**src/kdc_pkg.sv**
```systemverilog
// Shared constants for the key read and display command link
// Contract
// - Agreeing scans report after 4800 periods
// - Disagreeing scans rescan, 9600 periods total
// - Host sends address 43h, then reads keys
// - Data-out low with CE low means key
// - Timer poll period exceeds retry plus read
// - Read with data-out high gives invalid keys
// - Interrupt mode waits beyond retry scan time
// - Technique code 0,8 selects 1/8 duty
// - Character write stores, then address increments
// - Set-address loads character and accessory address
// - All digit enables light 16 digits
// - Shift moves main display left only
// - Sleep bit blanks all digits
// - Display stays off after reset
package kdc_pkg;
    localparam int ADDR_W = 8;
    localparam logic [7:0] WR_ADDR = 8'h41;
    localparam logic [7:0] KEY_ADDR = 8'h43;
    localparam int INSTR_W = 24;
    localparam int KEY_W = 30;
    localparam int RD_W = 31;
    localparam int SH_W = 32;
    localparam int CNT_W = 6;
    localparam int OP_W = 4;
    localparam logic [3:0] OP_TECH = 4'h8;
    localparam logic [3:0] OP_CHAR = 4'ha;
    localparam logic [3:0] OP_SETAC = 4'h2;
    localparam logic [3:0] OP_DISP = 4'h4;
    localparam logic [3:0] OP_SHIFT = 4'hc;
    localparam int ON_BIT = 16;
    localparam int SLEEP_BIT = 19;
    localparam int SHIFT_BIT = 16;
    localparam int DUTY_LSB = 16;
    localparam int ACC_LSB = 8;
    localparam int CHAR_AW = 6;
    localparam int ACC_AW = 4;
    localparam int CODE_W = 8;
    localparam int DIGITS = 16;
    localparam int DIG_AW = 4;
    localparam int SCAN_AGREE_T = 4800;
    localparam int SCAN_RETRY_T = 9600;
    localparam int SCAN_CW = 14;
    localparam int DIV_W = 16;
    localparam int OSC_DIV_DEF = 16;
    localparam int HALF_DEF = 8;
    localparam int PH_W = 8;
    localparam int TMR_W = 20;
    localparam int FRAME_CYC = 2 * HALF_DEF * (ADDR_W + RD_W + 2);
    localparam int RETRY_CYC_DEF = SCAN_RETRY_T * OSC_DIV_DEF;
    localparam int POLL_CYC_DEF = RETRY_CYC_DEF + FRAME_CYC + HALF_DEF;
    localparam int HOLDOFF_DEF = RETRY_CYC_DEF + HALF_DEF;
    typedef enum logic [1:0] {SC_IDLE = 2'b00, SC_RUN = 2'b01, SC_HOLD = 2'b10} kdc_scan_e;
    typedef enum logic [1:0] {H_IDLE = 2'b00, H_ADDR = 2'b01, H_DATA = 2'b10, H_END = 2'b11}
        kdc_host_e;
endpackage

```
**src/kdc_link_if.sv**
```systemverilog
// Three-wire serial link with open-drain data-out
`timescale 1ns/1ps
interface kdc_link_if;
    logic ce;
    logic cl;
    logic di;
    logic do_out;
    logic do_oe;
    logic do_line;
    // Pull-up holds the line high unless the device drives it
    assign do_line = do_oe ? do_out : 1'b1;
    modport dev (input ce, input cl, input di, input do_line, output do_out, output do_oe);
    modport host (output ce, output cl, output di, input do_line);
endinterface

```
**src/kdc_device.sv**
```systemverilog
// Display controller end: serial receiver, key scan and display state
`timescale 1ns/1ps
module kdc_device #(
    parameter int OSC_DIV = kdc_pkg::OSC_DIV_DEF,
    parameter int AGREE_T = kdc_pkg::SCAN_AGREE_T,
    parameter int RETRY_T = kdc_pkg::SCAN_RETRY_T
)(
    input wire logic core_clk_in,
    input wire logic rst_in,
    kdc_link_if.dev link,
    input wire logic ext_clk_mode_in,
    input wire logic ext_osc_in,
    input wire logic [kdc_pkg::KEY_W-1:0] key_matrix_in,
    input wire logic [kdc_pkg::DIG_AW-1:0] digit_sel_in,
    output logic display_on_out,
    output logic sleep_out,
    output logic [1:0] duty_out,
    output logic [kdc_pkg::DIGITS-1:0] digit_lit_out,
    output logic [kdc_pkg::CODE_W-1:0] char_code_out,
    output logic [kdc_pkg::ACC_AW-1:0] acc_addr_out,
    output logic key_ready_out
);
    logic [4:0] pins_s;
    logic [kdc_pkg::KEY_W-1:0] keys_s;
    logic s_ce;
    logic s_cl;
    logic s_di;
    logic s_osc;
    logic s_ext;

    kdc_sync #(.W(5), .RST_VAL(1'b0)) u_pin_sync (
        .core_clk_in(core_clk_in),
        .rst_in(rst_in),
        .async_in({ext_clk_mode_in, ext_osc_in, link.di, link.cl, link.ce}),
        .sync_out(pins_s)
    );
    kdc_sync #(.W(kdc_pkg::KEY_W), .RST_VAL(1'b0)) u_key_sync (
        .core_clk_in(core_clk_in),
        .rst_in(rst_in),
        .async_in(key_matrix_in),
        .sync_out(keys_s)
    );
    assign s_ce = pins_s[0];
    assign s_cl = pins_s[1];
    assign s_di = pins_s[2];
    assign s_osc = pins_s[3];
    assign s_ext = pins_s[4];

    // Serial receive and key data transmit
    logic cl_d_reg, cl_d_next;
    logic ce_d_reg, ce_d_next;
    logic [kdc_pkg::SH_W-1:0] sh_reg, sh_next;
    logic [kdc_pkg::CNT_W-1:0] cnt_reg, cnt_next;
    logic [kdc_pkg::ADDR_W-1:0] addr_reg, addr_next;
    logic [kdc_pkg::RD_W-1:0] tx_reg, tx_next;
    logic do_oe_reg, do_oe_next;
    logic exec;
    logic read_done;

    // Key scan
    kdc_pkg::kdc_scan_e scan_reg, scan_next;
    logic [kdc_pkg::SCAN_CW-1:0] tcnt_reg, tcnt_next;
    logic [kdc_pkg::DIV_W-1:0] div_reg, div_next;
    logic osc_d_reg, osc_d_next;
    logic [kdc_pkg::KEY_W-1:0] snap_reg, snap_next;
    logic [kdc_pkg::KEY_W-1:0] kd_reg, kd_next;
    logic ready_reg, ready_next;
    logic tick;

    // Display state
    logic [kdc_pkg::CHAR_AW-1:0] ac_reg, ac_next;
    logic [kdc_pkg::ACC_AW-1:0] acc_reg, acc_next;
    logic [kdc_pkg::DIGITS-1:0] digen_reg, digen_next;
    logic on_reg, on_next;
    logic sleep_reg, sleep_next;
    logic [1:0] duty_reg, duty_next;
    logic [kdc_pkg::CHAR_AW-1:0] shift_reg, shift_next;
    logic [kdc_pkg::CODE_W-1:0] code_reg, code_next;
    logic [kdc_pkg::DIGITS-1:0] lit_reg, lit_next;
    logic [kdc_pkg::CODE_W-1:0] ram [2**kdc_pkg::CHAR_AW];
    logic ram_we;
    logic [kdc_pkg::INSTR_W-1:0] instr;
    logic [kdc_pkg::OP_W-1:0] op;

    always_comb
    begin
        cl_d_next = s_cl;
        ce_d_next = s_ce;
        sh_next = sh_reg;
        cnt_next = cnt_reg;
        addr_next = addr_reg;
        tx_next = tx_reg;
        exec = 1'b0;
        read_done = 1'b0;
        if (s_cl && !cl_d_reg)
        begin
            sh_next = {s_di, sh_reg[kdc_pkg::SH_W-1:1]};
            cnt_next = cnt_reg + 6'h01;
            if (s_ce && addr_reg == kdc_pkg::KEY_ADDR)
                tx_next = tx_reg >> 1;
        end
        if (s_ce && !ce_d_reg)
        begin
            addr_next = sh_reg[kdc_pkg::SH_W-1 -: kdc_pkg::ADDR_W];
            cnt_next = '0;
            tx_next = {sleep_reg, kd_reg};
        end
        if (!s_ce && ce_d_reg)
        begin
            cnt_next = '0;
            addr_next = '0;
            exec = addr_reg == kdc_pkg::WR_ADDR && cnt_reg == kdc_pkg::CNT_W'(kdc_pkg::INSTR_W);
            read_done = addr_reg == kdc_pkg::KEY_ADDR;
        end
        if (s_ce)
            do_oe_next = addr_next == kdc_pkg::KEY_ADDR && !tx_next[0];
        else
            do_oe_next = ready_reg && !read_done;
    end

    always_ff @(posedge core_clk_in)
    begin
        if (rst_in)
        begin
            cl_d_reg <= 1'b0;
            ce_d_reg <= 1'b0;
            sh_reg <= '0;
            cnt_reg <= '0;
            addr_reg <= '0;
            tx_reg <= '0;
            do_oe_reg <= 1'b0;
        end
        else
        begin
            cl_d_reg <= cl_d_next;
            ce_d_reg <= ce_d_next;
            sh_reg <= sh_next;
            cnt_reg <= cnt_next;
            addr_reg <= addr_next;
            tx_reg <= tx_next;
            do_oe_reg <= do_oe_next;
        end
    end
    assign link.do_out = 1'b0;
    assign link.do_oe = do_oe_reg;

    always_comb
    begin
        osc_d_next = s_osc;
        div_next = (div_reg == kdc_pkg::DIV_W'(OSC_DIV - 1)) ? '0 : div_reg + 16'h0001;
        // One period per OSC_DIV core clock cycles or external clock rising edge
        tick = s_ext ? (s_osc && !osc_d_reg) : (div_reg == kdc_pkg::DIV_W'(OSC_DIV - 1));
        scan_next = scan_reg;
        tcnt_next = tcnt_reg;
        snap_next = snap_reg;
        kd_next = kd_reg;
        ready_next = ready_reg && !read_done;
        unique case (scan_reg)
            kdc_pkg::SC_IDLE:
            begin
                if (|keys_s)
                begin
                    scan_next = kdc_pkg::SC_RUN;
                    tcnt_next = '0;
                    snap_next = keys_s;
                end
            end
            kdc_pkg::SC_RUN:
            begin
                if (tick)
                begin
                    tcnt_next = tcnt_reg + 14'h0001;
                    if (tcnt_next == kdc_pkg::SCAN_CW'(AGREE_T) && keys_s == snap_reg)
                    begin
                        kd_next = keys_s;
                        ready_next = 1'b1;
                        scan_next = kdc_pkg::SC_HOLD;
                    end
                    else if (tcnt_next == kdc_pkg::SCAN_CW'(AGREE_T))
                        snap_next = keys_s;
                    else if (tcnt_next == kdc_pkg::SCAN_CW'(RETRY_T))
                    begin
                        kd_next = keys_s;
                        ready_next = 1'b1;
                        scan_next = kdc_pkg::SC_HOLD;
                    end
                end
            end
            kdc_pkg::SC_HOLD:
            begin
                if (read_done)
                    scan_next = kdc_pkg::SC_IDLE;
            end
            default:
                scan_next = kdc_pkg::SC_IDLE;
        endcase
    end

    always_ff @(posedge core_clk_in)
    begin
        if (rst_in)
        begin
            osc_d_reg <= 1'b0;
            div_reg <= '0;
            scan_reg <= kdc_pkg::SC_IDLE;
            tcnt_reg <= '0;
            snap_reg <= '0;
            kd_reg <= '0;
            ready_reg <= 1'b0;
        end
        else
        begin
            osc_d_reg <= osc_d_next;
            div_reg <= div_next;
            scan_reg <= scan_next;
            tcnt_reg <= tcnt_next;
            snap_reg <= snap_next;
            kd_reg <= kd_next;
            ready_reg <= ready_next;
        end
    end

    assign instr = sh_reg[kdc_pkg::SH_W-1 -: kdc_pkg::INSTR_W];
    assign op = instr[kdc_pkg::INSTR_W-1 -: kdc_pkg::OP_W];

    always_comb
    begin
        ac_next = ac_reg;
        acc_next = acc_reg;
        digen_next = digen_reg;
        on_next = on_reg;
        sleep_next = sleep_reg;
        duty_next = duty_reg;
        shift_next = shift_reg;
        ram_we = 1'b0;
        if (exec)
        begin
            case (op)
                kdc_pkg::OP_TECH:
                    duty_next = instr[kdc_pkg::DUTY_LSB +: 2];
                kdc_pkg::OP_CHAR:
                begin
                    ram_we = 1'b1;
                    ac_next = ac_reg + 6'h01;
                end
                kdc_pkg::OP_SETAC:
                begin
                    ac_next = instr[kdc_pkg::CHAR_AW-1:0];
                    acc_next = instr[kdc_pkg::ACC_LSB +: kdc_pkg::ACC_AW];
                end
                kdc_pkg::OP_DISP:
                begin
                    digen_next = instr[kdc_pkg::DIGITS-1:0];
                    on_next = instr[kdc_pkg::ON_BIT];
                    sleep_next = instr[kdc_pkg::SLEEP_BIT];
                end
                kdc_pkg::OP_SHIFT:
                begin
                    if (instr[kdc_pkg::SHIFT_BIT])
                        shift_next = shift_reg + 6'h01;
                end
                default:
                    ac_next = ac_reg;
            endcase
        end
        // Sleep or display off blanks every digit
        lit_next = digen_reg & {kdc_pkg::DIGITS{on_reg && !sleep_reg}};
        code_next = ram[shift_reg + kdc_pkg::CHAR_AW'(digit_sel_in)];
    end

    always_ff @(posedge core_clk_in)
    begin
        if (rst_in)
        begin
            ac_reg <= '0;
            acc_reg <= '0;
            digen_reg <= '0;
            on_reg <= 1'b0;
            sleep_reg <= 1'b0;
            duty_reg <= '0;
            shift_reg <= '0;
            code_reg <= '0;
            lit_reg <= '0;
        end
        else
        begin
            ac_reg <= ac_next;
            acc_reg <= acc_next;
            digen_reg <= digen_next;
            on_reg <= on_next;
            sleep_reg <= sleep_next;
            duty_reg <= duty_next;
            shift_reg <= shift_next;
            code_reg <= code_next;
            lit_reg <= lit_next;
        end
    end

    always_ff @(posedge core_clk_in)
    begin
        if (ram_we)
            ram[ac_reg] <= instr[kdc_pkg::CODE_W-1:0];
    end

    assign display_on_out = on_reg;
    assign sleep_out = sleep_reg;
    assign duty_out = duty_reg;
    assign digit_lit_out = lit_reg;
    assign char_code_out = code_reg;
    assign acc_addr_out = acc_reg;
    assign key_ready_out = ready_reg;
endmodule // kdc_device

```
**src/kdc_sync.sv**
```systemverilog
// Two-stage synchroniser for pin inputs
`timescale 1ns/1ps
module kdc_sync #(
    parameter int W = 1,
    parameter logic RST_VAL = 1'b0
)(
    input wire logic core_clk_in,
    input wire logic rst_in,
    input wire logic [W-1:0] async_in,
    output logic [W-1:0] sync_out
);
    logic [W-1:0] meta_reg;
    logic [W-1:0] sync_reg;
    always_ff @(posedge core_clk_in)
    begin
        if (rst_in)
        begin
            meta_reg <= {W{RST_VAL}};
            sync_reg <= {W{RST_VAL}};
        end
        else
        begin
            meta_reg <= async_in;
            sync_reg <= meta_reg;
        end
    end
    assign sync_out = sync_reg;
endmodule // kdc_sync

```
**src/flat_wrapper.sv**
```systemverilog
// flat-port wrapper written by rule: the top's interface ports become plain ports
module kdc_device_flat 
#(
    parameter int OSC_DIV = kdc_pkg::OSC_DIV_DEF,
    parameter int AGREE_T = kdc_pkg::SCAN_AGREE_T,
    parameter int RETRY_T = kdc_pkg::SCAN_RETRY_T
)
  (core_clk_in, rst_in, ext_clk_mode_in, ext_osc_in, key_matrix_in, digit_sel_in, display_on_out, sleep_out, duty_out, digit_lit_out, char_code_out, acc_addr_out, key_ready_out, link_ce, link_cl, link_di, link_do_out, link_do_oe);
  kdc_link_if link_i ();
  input wire logic core_clk_in;
  input wire logic rst_in;
  input wire logic ext_clk_mode_in;
  input wire logic ext_osc_in;
  input wire logic [kdc_pkg::KEY_W-1:0] key_matrix_in;
  input wire logic [kdc_pkg::DIG_AW-1:0] digit_sel_in;
  output logic display_on_out;
  output logic sleep_out;
  output logic [1:0] duty_out;
  output logic [kdc_pkg::DIGITS-1:0] digit_lit_out;
  output logic [kdc_pkg::CODE_W-1:0] char_code_out;
  output logic [kdc_pkg::ACC_AW-1:0] acc_addr_out;
  output logic key_ready_out;
  input wire logic [$bits(link_i.ce)-1:0] link_ce;
  input wire logic [$bits(link_i.cl)-1:0] link_cl;
  input wire logic [$bits(link_i.di)-1:0] link_di;
  output wire logic [$bits(link_i.do_out)-1:0] link_do_out;
  output wire logic [$bits(link_i.do_oe)-1:0] link_do_oe;
  assign link_i.ce = link_ce;
  assign link_i.cl = link_cl;
  assign link_i.di = link_di;
  assign link_do_out = link_i.do_out;
  assign link_do_oe = link_i.do_oe;
  kdc_device #(.OSC_DIV(OSC_DIV), .AGREE_T(AGREE_T), .RETRY_T(RETRY_T)) u_core (.core_clk_in(core_clk_in), .rst_in(rst_in), .link(link_i), .ext_clk_mode_in(ext_clk_mode_in), .ext_osc_in(ext_osc_in), .key_matrix_in(key_matrix_in), .digit_sel_in(digit_sel_in), .display_on_out(display_on_out), .sleep_out(sleep_out), .duty_out(duty_out), .digit_lit_out(digit_lit_out), .char_code_out(char_code_out), .acc_addr_out(acc_addr_out), .key_ready_out(key_ready_out));
endmodule
```
**config.mk**
```make
export PLATFORM = sky130hd
export DESIGN_NAME = kdc_device_flat
export DESIGN_NICKNAME = d
export VERILOG_FILES = /design/src/kdc_pkg.sv /design/src/kdc_link_if.sv /design/src/kdc_device.sv /design/src/kdc_sync.sv /design/src/flat_wrapper.sv
export SDC_FILE = /design/constraint.sdc
export NUM_CORES = 1
export LEC_CHECK = 0
export ABC_AREA = 1
export BUFFER_PORTS_ARGS = -buffer_cell sky130_fd_sc_hd__buf_2
export CORE_UTILIZATION = 56
export DETAILED_ROUTE_END_ITERATION = 12
export PLACE_DENSITY = 0.85
export SLEW_MARGIN = 0
export SYNTH_ARGS = -nofsm -noshare
export SYNTH_HDL_FRONTEND = slang
export SYNTH_SLANG_ARGS = --single-unit
```
**constraint.sdc**
```tcl
create_clock -name core_clk_in -period 2.7 [get_ports core_clk_in]
set_clock_uncertainty 0.05 [all_clocks]
set_input_delay 0.54 -clock core_clk_in [delete_from_list [all_inputs] [get_ports core_clk_in]]
set_output_delay 0.54 -clock core_clk_in [all_outputs]
set_load 0.01 [all_outputs]
```
# --- Word-level counts from Yosys, hierarchy flattened ---
# Memories as Yosys holds them, arrays and structs flattened. A register that Yosys moved wholly into a read port is not among the register bits.
# Cells that the tools add are included.
# W data, S select, Z words.
classes:
  addsub: 6
  eq_ne: 23
  n_mux: 37
  bitwise_logic: 1
  n_reduce_logical: 36
ops:
  columns: ["op", "n"]
  rows:
  - ["$mux W30", 7]
  - ["$mux W31", 3]
  - ["$pmux W30 S2", 1]
  - ["$eq A30 B30 Y1", 1]
  - ["$reduce_or A30 Y1", 1]
  - ["$mux W14", 2]
  - ["$pmux W14 S2", 1]
  - ["$eq A8 B7 Y1 const B", 3]
  - ["$add A6 B1 Y6 const B", 3]
  - ["$add A16 B1 Y16 const B", 1]
  - ["$and A16 B16 Y16", 1]
  - ["$eq A16 B4 Y1 const B", 1]
  - ["$mux W8", 2]
  - ["$add A14 B1 Y14 const B", 1]
  - ["$eq A14 B13 Y1 const B", 1]
  - ["$eq A14 B14 Y1 const B", 1]
  - ["$mux W1", 13]
  - ["$eq A4 B4 Y1 const B", 3]
  - ["$mux W2", 6]
  - ["$pmux W6 S2", 1]
  - ["$logic_and A1 B1 Y1", 10]
  - ["$reduce_and A2 Y1", 5]
  - ["$reduce_and A5 Y1", 2]
  - ["$reduce_bool A2 Y1", 5]
  - ["17 further kinds", 28]
totals:
  reg_bits: 296
  ramBits: 512
  output_inout_bits: 35
  word_cells: 131
  n_memories: 1
mem_list:
  columns: ["name", "words", "width", "rd", "rd_ports_with_merged_regs", "write_ports", "line", "source"]
  rows:
  - ["u_core.ram", 64, 8, 1, 1, 1, "kdc_device.sv:80", "logic [kdc_pkg::CODE_W-1:0] ram [2**kdc_pkg::CHAR_AW];"]

# --- Depth between registers and ports, before layout ---
depth:
  word_depth: 10
  ltp_mapped: 15
  mapped_depth_nobuf: 14

# --- Hierarchy ---
# A second synthesis with hierarchy kept.
hier_totals:
  cells_unflattened: 3223
  hier_area_um2: 32478.6
by_module_without_submodules:
  columns: ["mod", "n_inst", "cells_each", "area_each_um2", "seq_area_each_um2"]
  rows:
  - ["kdc_device", 1, 3003, 30454.2, 19899.1]
  - ["kdc_sync at u_core.u_key_sync", 1, 187, 1730.4, 1201.2]
  - ["kdc_sync at u_core.u_pin_sync", 1, 31, 286.5, 200.2]
  - ["kdc_device_flat", 1, 2, 7.5, 0.0]

# --- Worst setup path after synthesis ---
# Ideal clock, no wire load.
synth_path:
  kind: "in2reg"
  startpoint: "in digit_sel_in[0] (netlist name)"
  endpoint: "reg u_core.code_reg, in the netlist u_core.char_code_out[2] (read register of u_core.ram)"
  t_arrival_ns: 2.472
  required_time_ns: 2.579
  setup_slack_ns: 0.107
  cell_stages: 12
  path_cell_list: "ha_1 > fa_1 > buf_2 > inv_1 > buf_2 > clkbuf_1 > o21ai_0 > o22ai_1 > o21ai_0 > o211ai_1 > nand3_1 > a21oi_1"
synth_between:
  elab_chain_len: 1
synth_lines:
  columns: ["element", "line", "source"]
  rows:
  - ["start, declared", "flat_wrapper.sv:15", "input wire logic [kdc_pkg::DIG_AW-1:0] digit_sel_in;"]
  - ["$add A6 B4 Y6", "kdc_device.sv:268", "code_next = ram[shift_reg + kdc_pkg::CHAR_AW'(digit_sel_in)];"]
  - ["end, declared", "kdc_device.sv:78", "logic [kdc_pkg::CODE_W-1:0] code_reg, code_next;"]
# No other way between the ends.
# A chain may end at the register's enable or synchronous reset.

# --- Worst setup path after layout ---
layout_path:
  startpoint: "reg u_core.shift_reg[0] (netlist name)"
  endpoint: "reg u_core.code_reg, in the netlist u_core.char_code_out[3] (read register of u_core.ram)"
layout_between:
  elab_chain_len: 1
layout_lines:
  columns: ["element", "line", "source"]
  rows:
  - ["start, declared", "kdc_device.sv:77", "logic [kdc_pkg::CHAR_AW-1:0] shift_reg, shift_next;"]
  - ["start signal, assigned", "kdc_device.sv:293", "shift_reg <= shift_next;"]
  - ["$add A6 B4 Y6", "kdc_device.sv:268", null]
# No other way between the ends.

==> run summary <==
Total Routed Length: 83900 microns
Cell area after synthesis: 32100 sq um
Initial antenna violation count: 0
Die height: 242 microns
Adder-cell share of the synthesized area: 0.490%
Post-synth ARST share: 0%
Post-synthesis cell type count: 47
Power, Total: 26500 uW
Post-route ant nets: 0
RD Place Congestion: 0.891
DRC: 0
Post-Layout Cell Count: 4094
Vias per Instance: 6.08
Routed vias: 24900
Vias in the first global route: 24100
Most frequent cells after synthesis: 564 x nor2_1, 512 x edfxtp_1, 345 x o21ai_0, 317 x nand2_1, 296 x dfxtp_1
CTS tree: yes
Row Count: 87
Worst IR Drop VDD: 0.653 mV
Buffer depth of the longest clock path: 3
Fin util: 67.0%
Register Area: 21300 sq um
Design area: 37900 sq um
Synth Area in Compound Gates: 11.6%
Unrepaired setup endpoints after global routing: yes
Ys Warns: 0
Setup ws final: -399 ps
LEAKAGE: 0.0142 uW
Period utilisation layout: 115%
Final Hold Fails: 0
Ports: 76
Synth Area in Simple Gates: 15.4%
Max FFs per register: 512
Post-DP HPWL: 46700 microns
Mapped Nets: 3151
Cts hold-fix bufs: 0
Register area share after synthesis: 66.3%
Filler Cell Count: 3768
Crit path max fanout: 7
Flops & latches, synth: 808
Mapped Cells: 3098
Main synth FF type: edfxtp_1
Min-delay worst type: in2reg
WL/cell: 20.5 microns
Mean Syn Cell Area: 10.4 sq um
Largest family of logic cells by synthesized area: simple AND/OR/NAND/NOR gates
Final nets: 3326
CP endpoint kind: register
GRT Util Overall: 27.8%
Final setup violating endpoints: 8
First-pass GRT wire length: 129000 microns
Count leader, synth: nor2_1
Diodes inserted: 0
Tightest Pin Transition: 1130 ps
PortBufs: 74
Largest net degree at the start of global routing: 87
Die ar.: 58400 sq um
Power density cells: 700 nW/um^2
Leading area contributor after synthesis: edfxtp_1
Top-area cell type share of the netlist area: 47.8%
Status: finished with violations
EDFF count, synth: 512
Synth Area in XOR/XNOR: 1.06%
Crit Path Class: reg2reg
Multi-input logic area: 9590 sq um
CTS clk-pin slew, worst paths: 60 ps
Share of post-route cells with drive strength above 1: 15.6%
First-pass iteration count of the detailed router: 6
Worst Path Required: 3200 ps
Placement Cell Area: 34200 sq um
Relative slew margins: 24.7%
Clk root buf: clkbuf_16
Core area: 56600 sq um
Die span in x: 242 microns
Fmax: 323 MHz
CP Data Arrival Time: 3600 ps
Max Cap Viol: 0
Starting density of the core: 56.8%
Failing checks: setup timing
Global route overflow: 0
Post-synthesis mux area share: 0%
CTS Sinks: 808
H-tree depth: 3
DRT iter0 DRCs: 3541
Post-Place Cells: 3915
Minimum clock period: 3100 ps
Synth-to-Final Area Change: 17.9%
Slew Viols, Final: 0
Clock latency on the worst-skew pair: 640 ps
Top cells by area, synth: edfxtp_1 48%, dfxtp_1 18%, nor2_1 6.6%
CTS Buf Count: 81
Startpoint Class: register
[cells in the final DEF (no fill, tap or decap), drive strengths merged]
| cell type | Yosys | layout |
|---|---|---|
| a211oi | 8 | 8 |
| inv | 215 | 220 |
| clkinv | 3 | 32 |
| o211ai | 9 | 9 |
| nor3b | 6 | 6 |
| clkinvlp | 0 | 9 |
| a22oi | 4 | 4 |
| nand3 | 221 | 221 |
| nand2 | 324 | 325 |
| and3 | 1 | 1 |
| or2 | 4 | 4 |
| edfxtp | 512 | 512 |
| conb | 1 | 1 |
| nor4 | 6 | 6 |
| dfxtp | 296 | 296 |
| bufinv | 0 | 7 |
| nor2 | 573 | 573 |
| xor2 | 35 | 35 |
| o22ai | 62 | 62 |
| fa | 1 | 1 |
| and2 | 1 | 1 |
| a21oi | 131 | 131 |
| o221ai | 64 | 64 |
| clkbuf | 128 | 100 |
| o21a | 1 | 1 |
| o21ai | 346 | 346 |
| o21bai | 3 | 3 |
| nand3b | 1 | 1 |
| buf | 56 | 271 |
| nand4 | 25 | 25 |
| nor3 | 14 | 14 |
| xnor2 | 4 | 4 |
| ha | 11 | 11 |
| a31oi | 32 | 32 |
| bufbuf | 0 | 2 |
[logic make-up after synthesis]
group | Yosys count
simple gates | 1176
flops | 808
compound gates | 660
buf+inv | 402
xor+xnor | 39
fa+ha+maj | 12
other cells | 1
[metrics by stage]
stage,hold WS (ps),TNS [ps],setup WS (ps)
4_1_cts,31.5,-1050,-156
3_3_place_gp,340,-3440,-528
3_5_place_dp,343,-4020,-567
5_1_grt,47.5,-4030,-442
6_report,48.3,-1930,-399
2_1_floorplan,338,0,107
[per-layer routing]
layer	up-vias	wire [microns]	global-route usage, %
li1	11100	-	-
met1	11700	29800	35.0
met2	1776	40500	45.8
met3	309	9760	6.08
met4	0	3760	13.2
met5	-	0	0
[worst paths after layout]
check | startpoint | depth (start not counted) | endpoint | slack (ps)
max | u_core.shift_reg[0] | 13 | u_core.char_code_out[3] | -400
min | ext_clk_mode_in | 3 | u_core.u_pin_sync.meta_reg[4] | 50
max reg2reg | u_core.shift_reg[0] | 13 | u_core.char_code_out[3] | -400
min reg2reg | u_core.u_key_sync.meta_reg[3] | 2 | u_core.u_key_sync.sync_out[3] | 350
[repair_timing]
action / CTS / global route
buffers inserted: 15 / 6
cloned: 8 / 3
pin swaps: 66 / 45
gates resized for setup: 90 / 80
setup endpoints to repair: 8 / 415
[cell type report]
cell class                      instances  area share [%]
Clock inverter                         50            1.30
Timing Repair Buffer                  275            6.62
Clock buffer                           98            5.84
Sequential cell                       808            56.2
Multi-Input combinational cell       1889            25.3
Tap cell                              756            2.50
Inverter                              218            2.22
[report_power, final]
part | leakage (uW) | internal [uW] | total (uW) | switching, uW
logic | 0.00530 | 626 | 1740 | 1110
clock network | 0.00131 | 6550 | 11400 | 4810
registers | 0.00762 | 13300 | 13400 | 173
[critical path, stage by stage, from the launching register on]
cell	delay [ps]
dfxtp_2	340
ha_4	160
fa_4	820
buf_12	130
buf_12	130
buf_8	130
o21ai_1	80
o22ai_2	220
nand2_1	120
nand2_1	70
nand2_1	60
o211ai_1	200
nand3_1	270
a21oi_2	230
(Power assumes the default switching activity.)
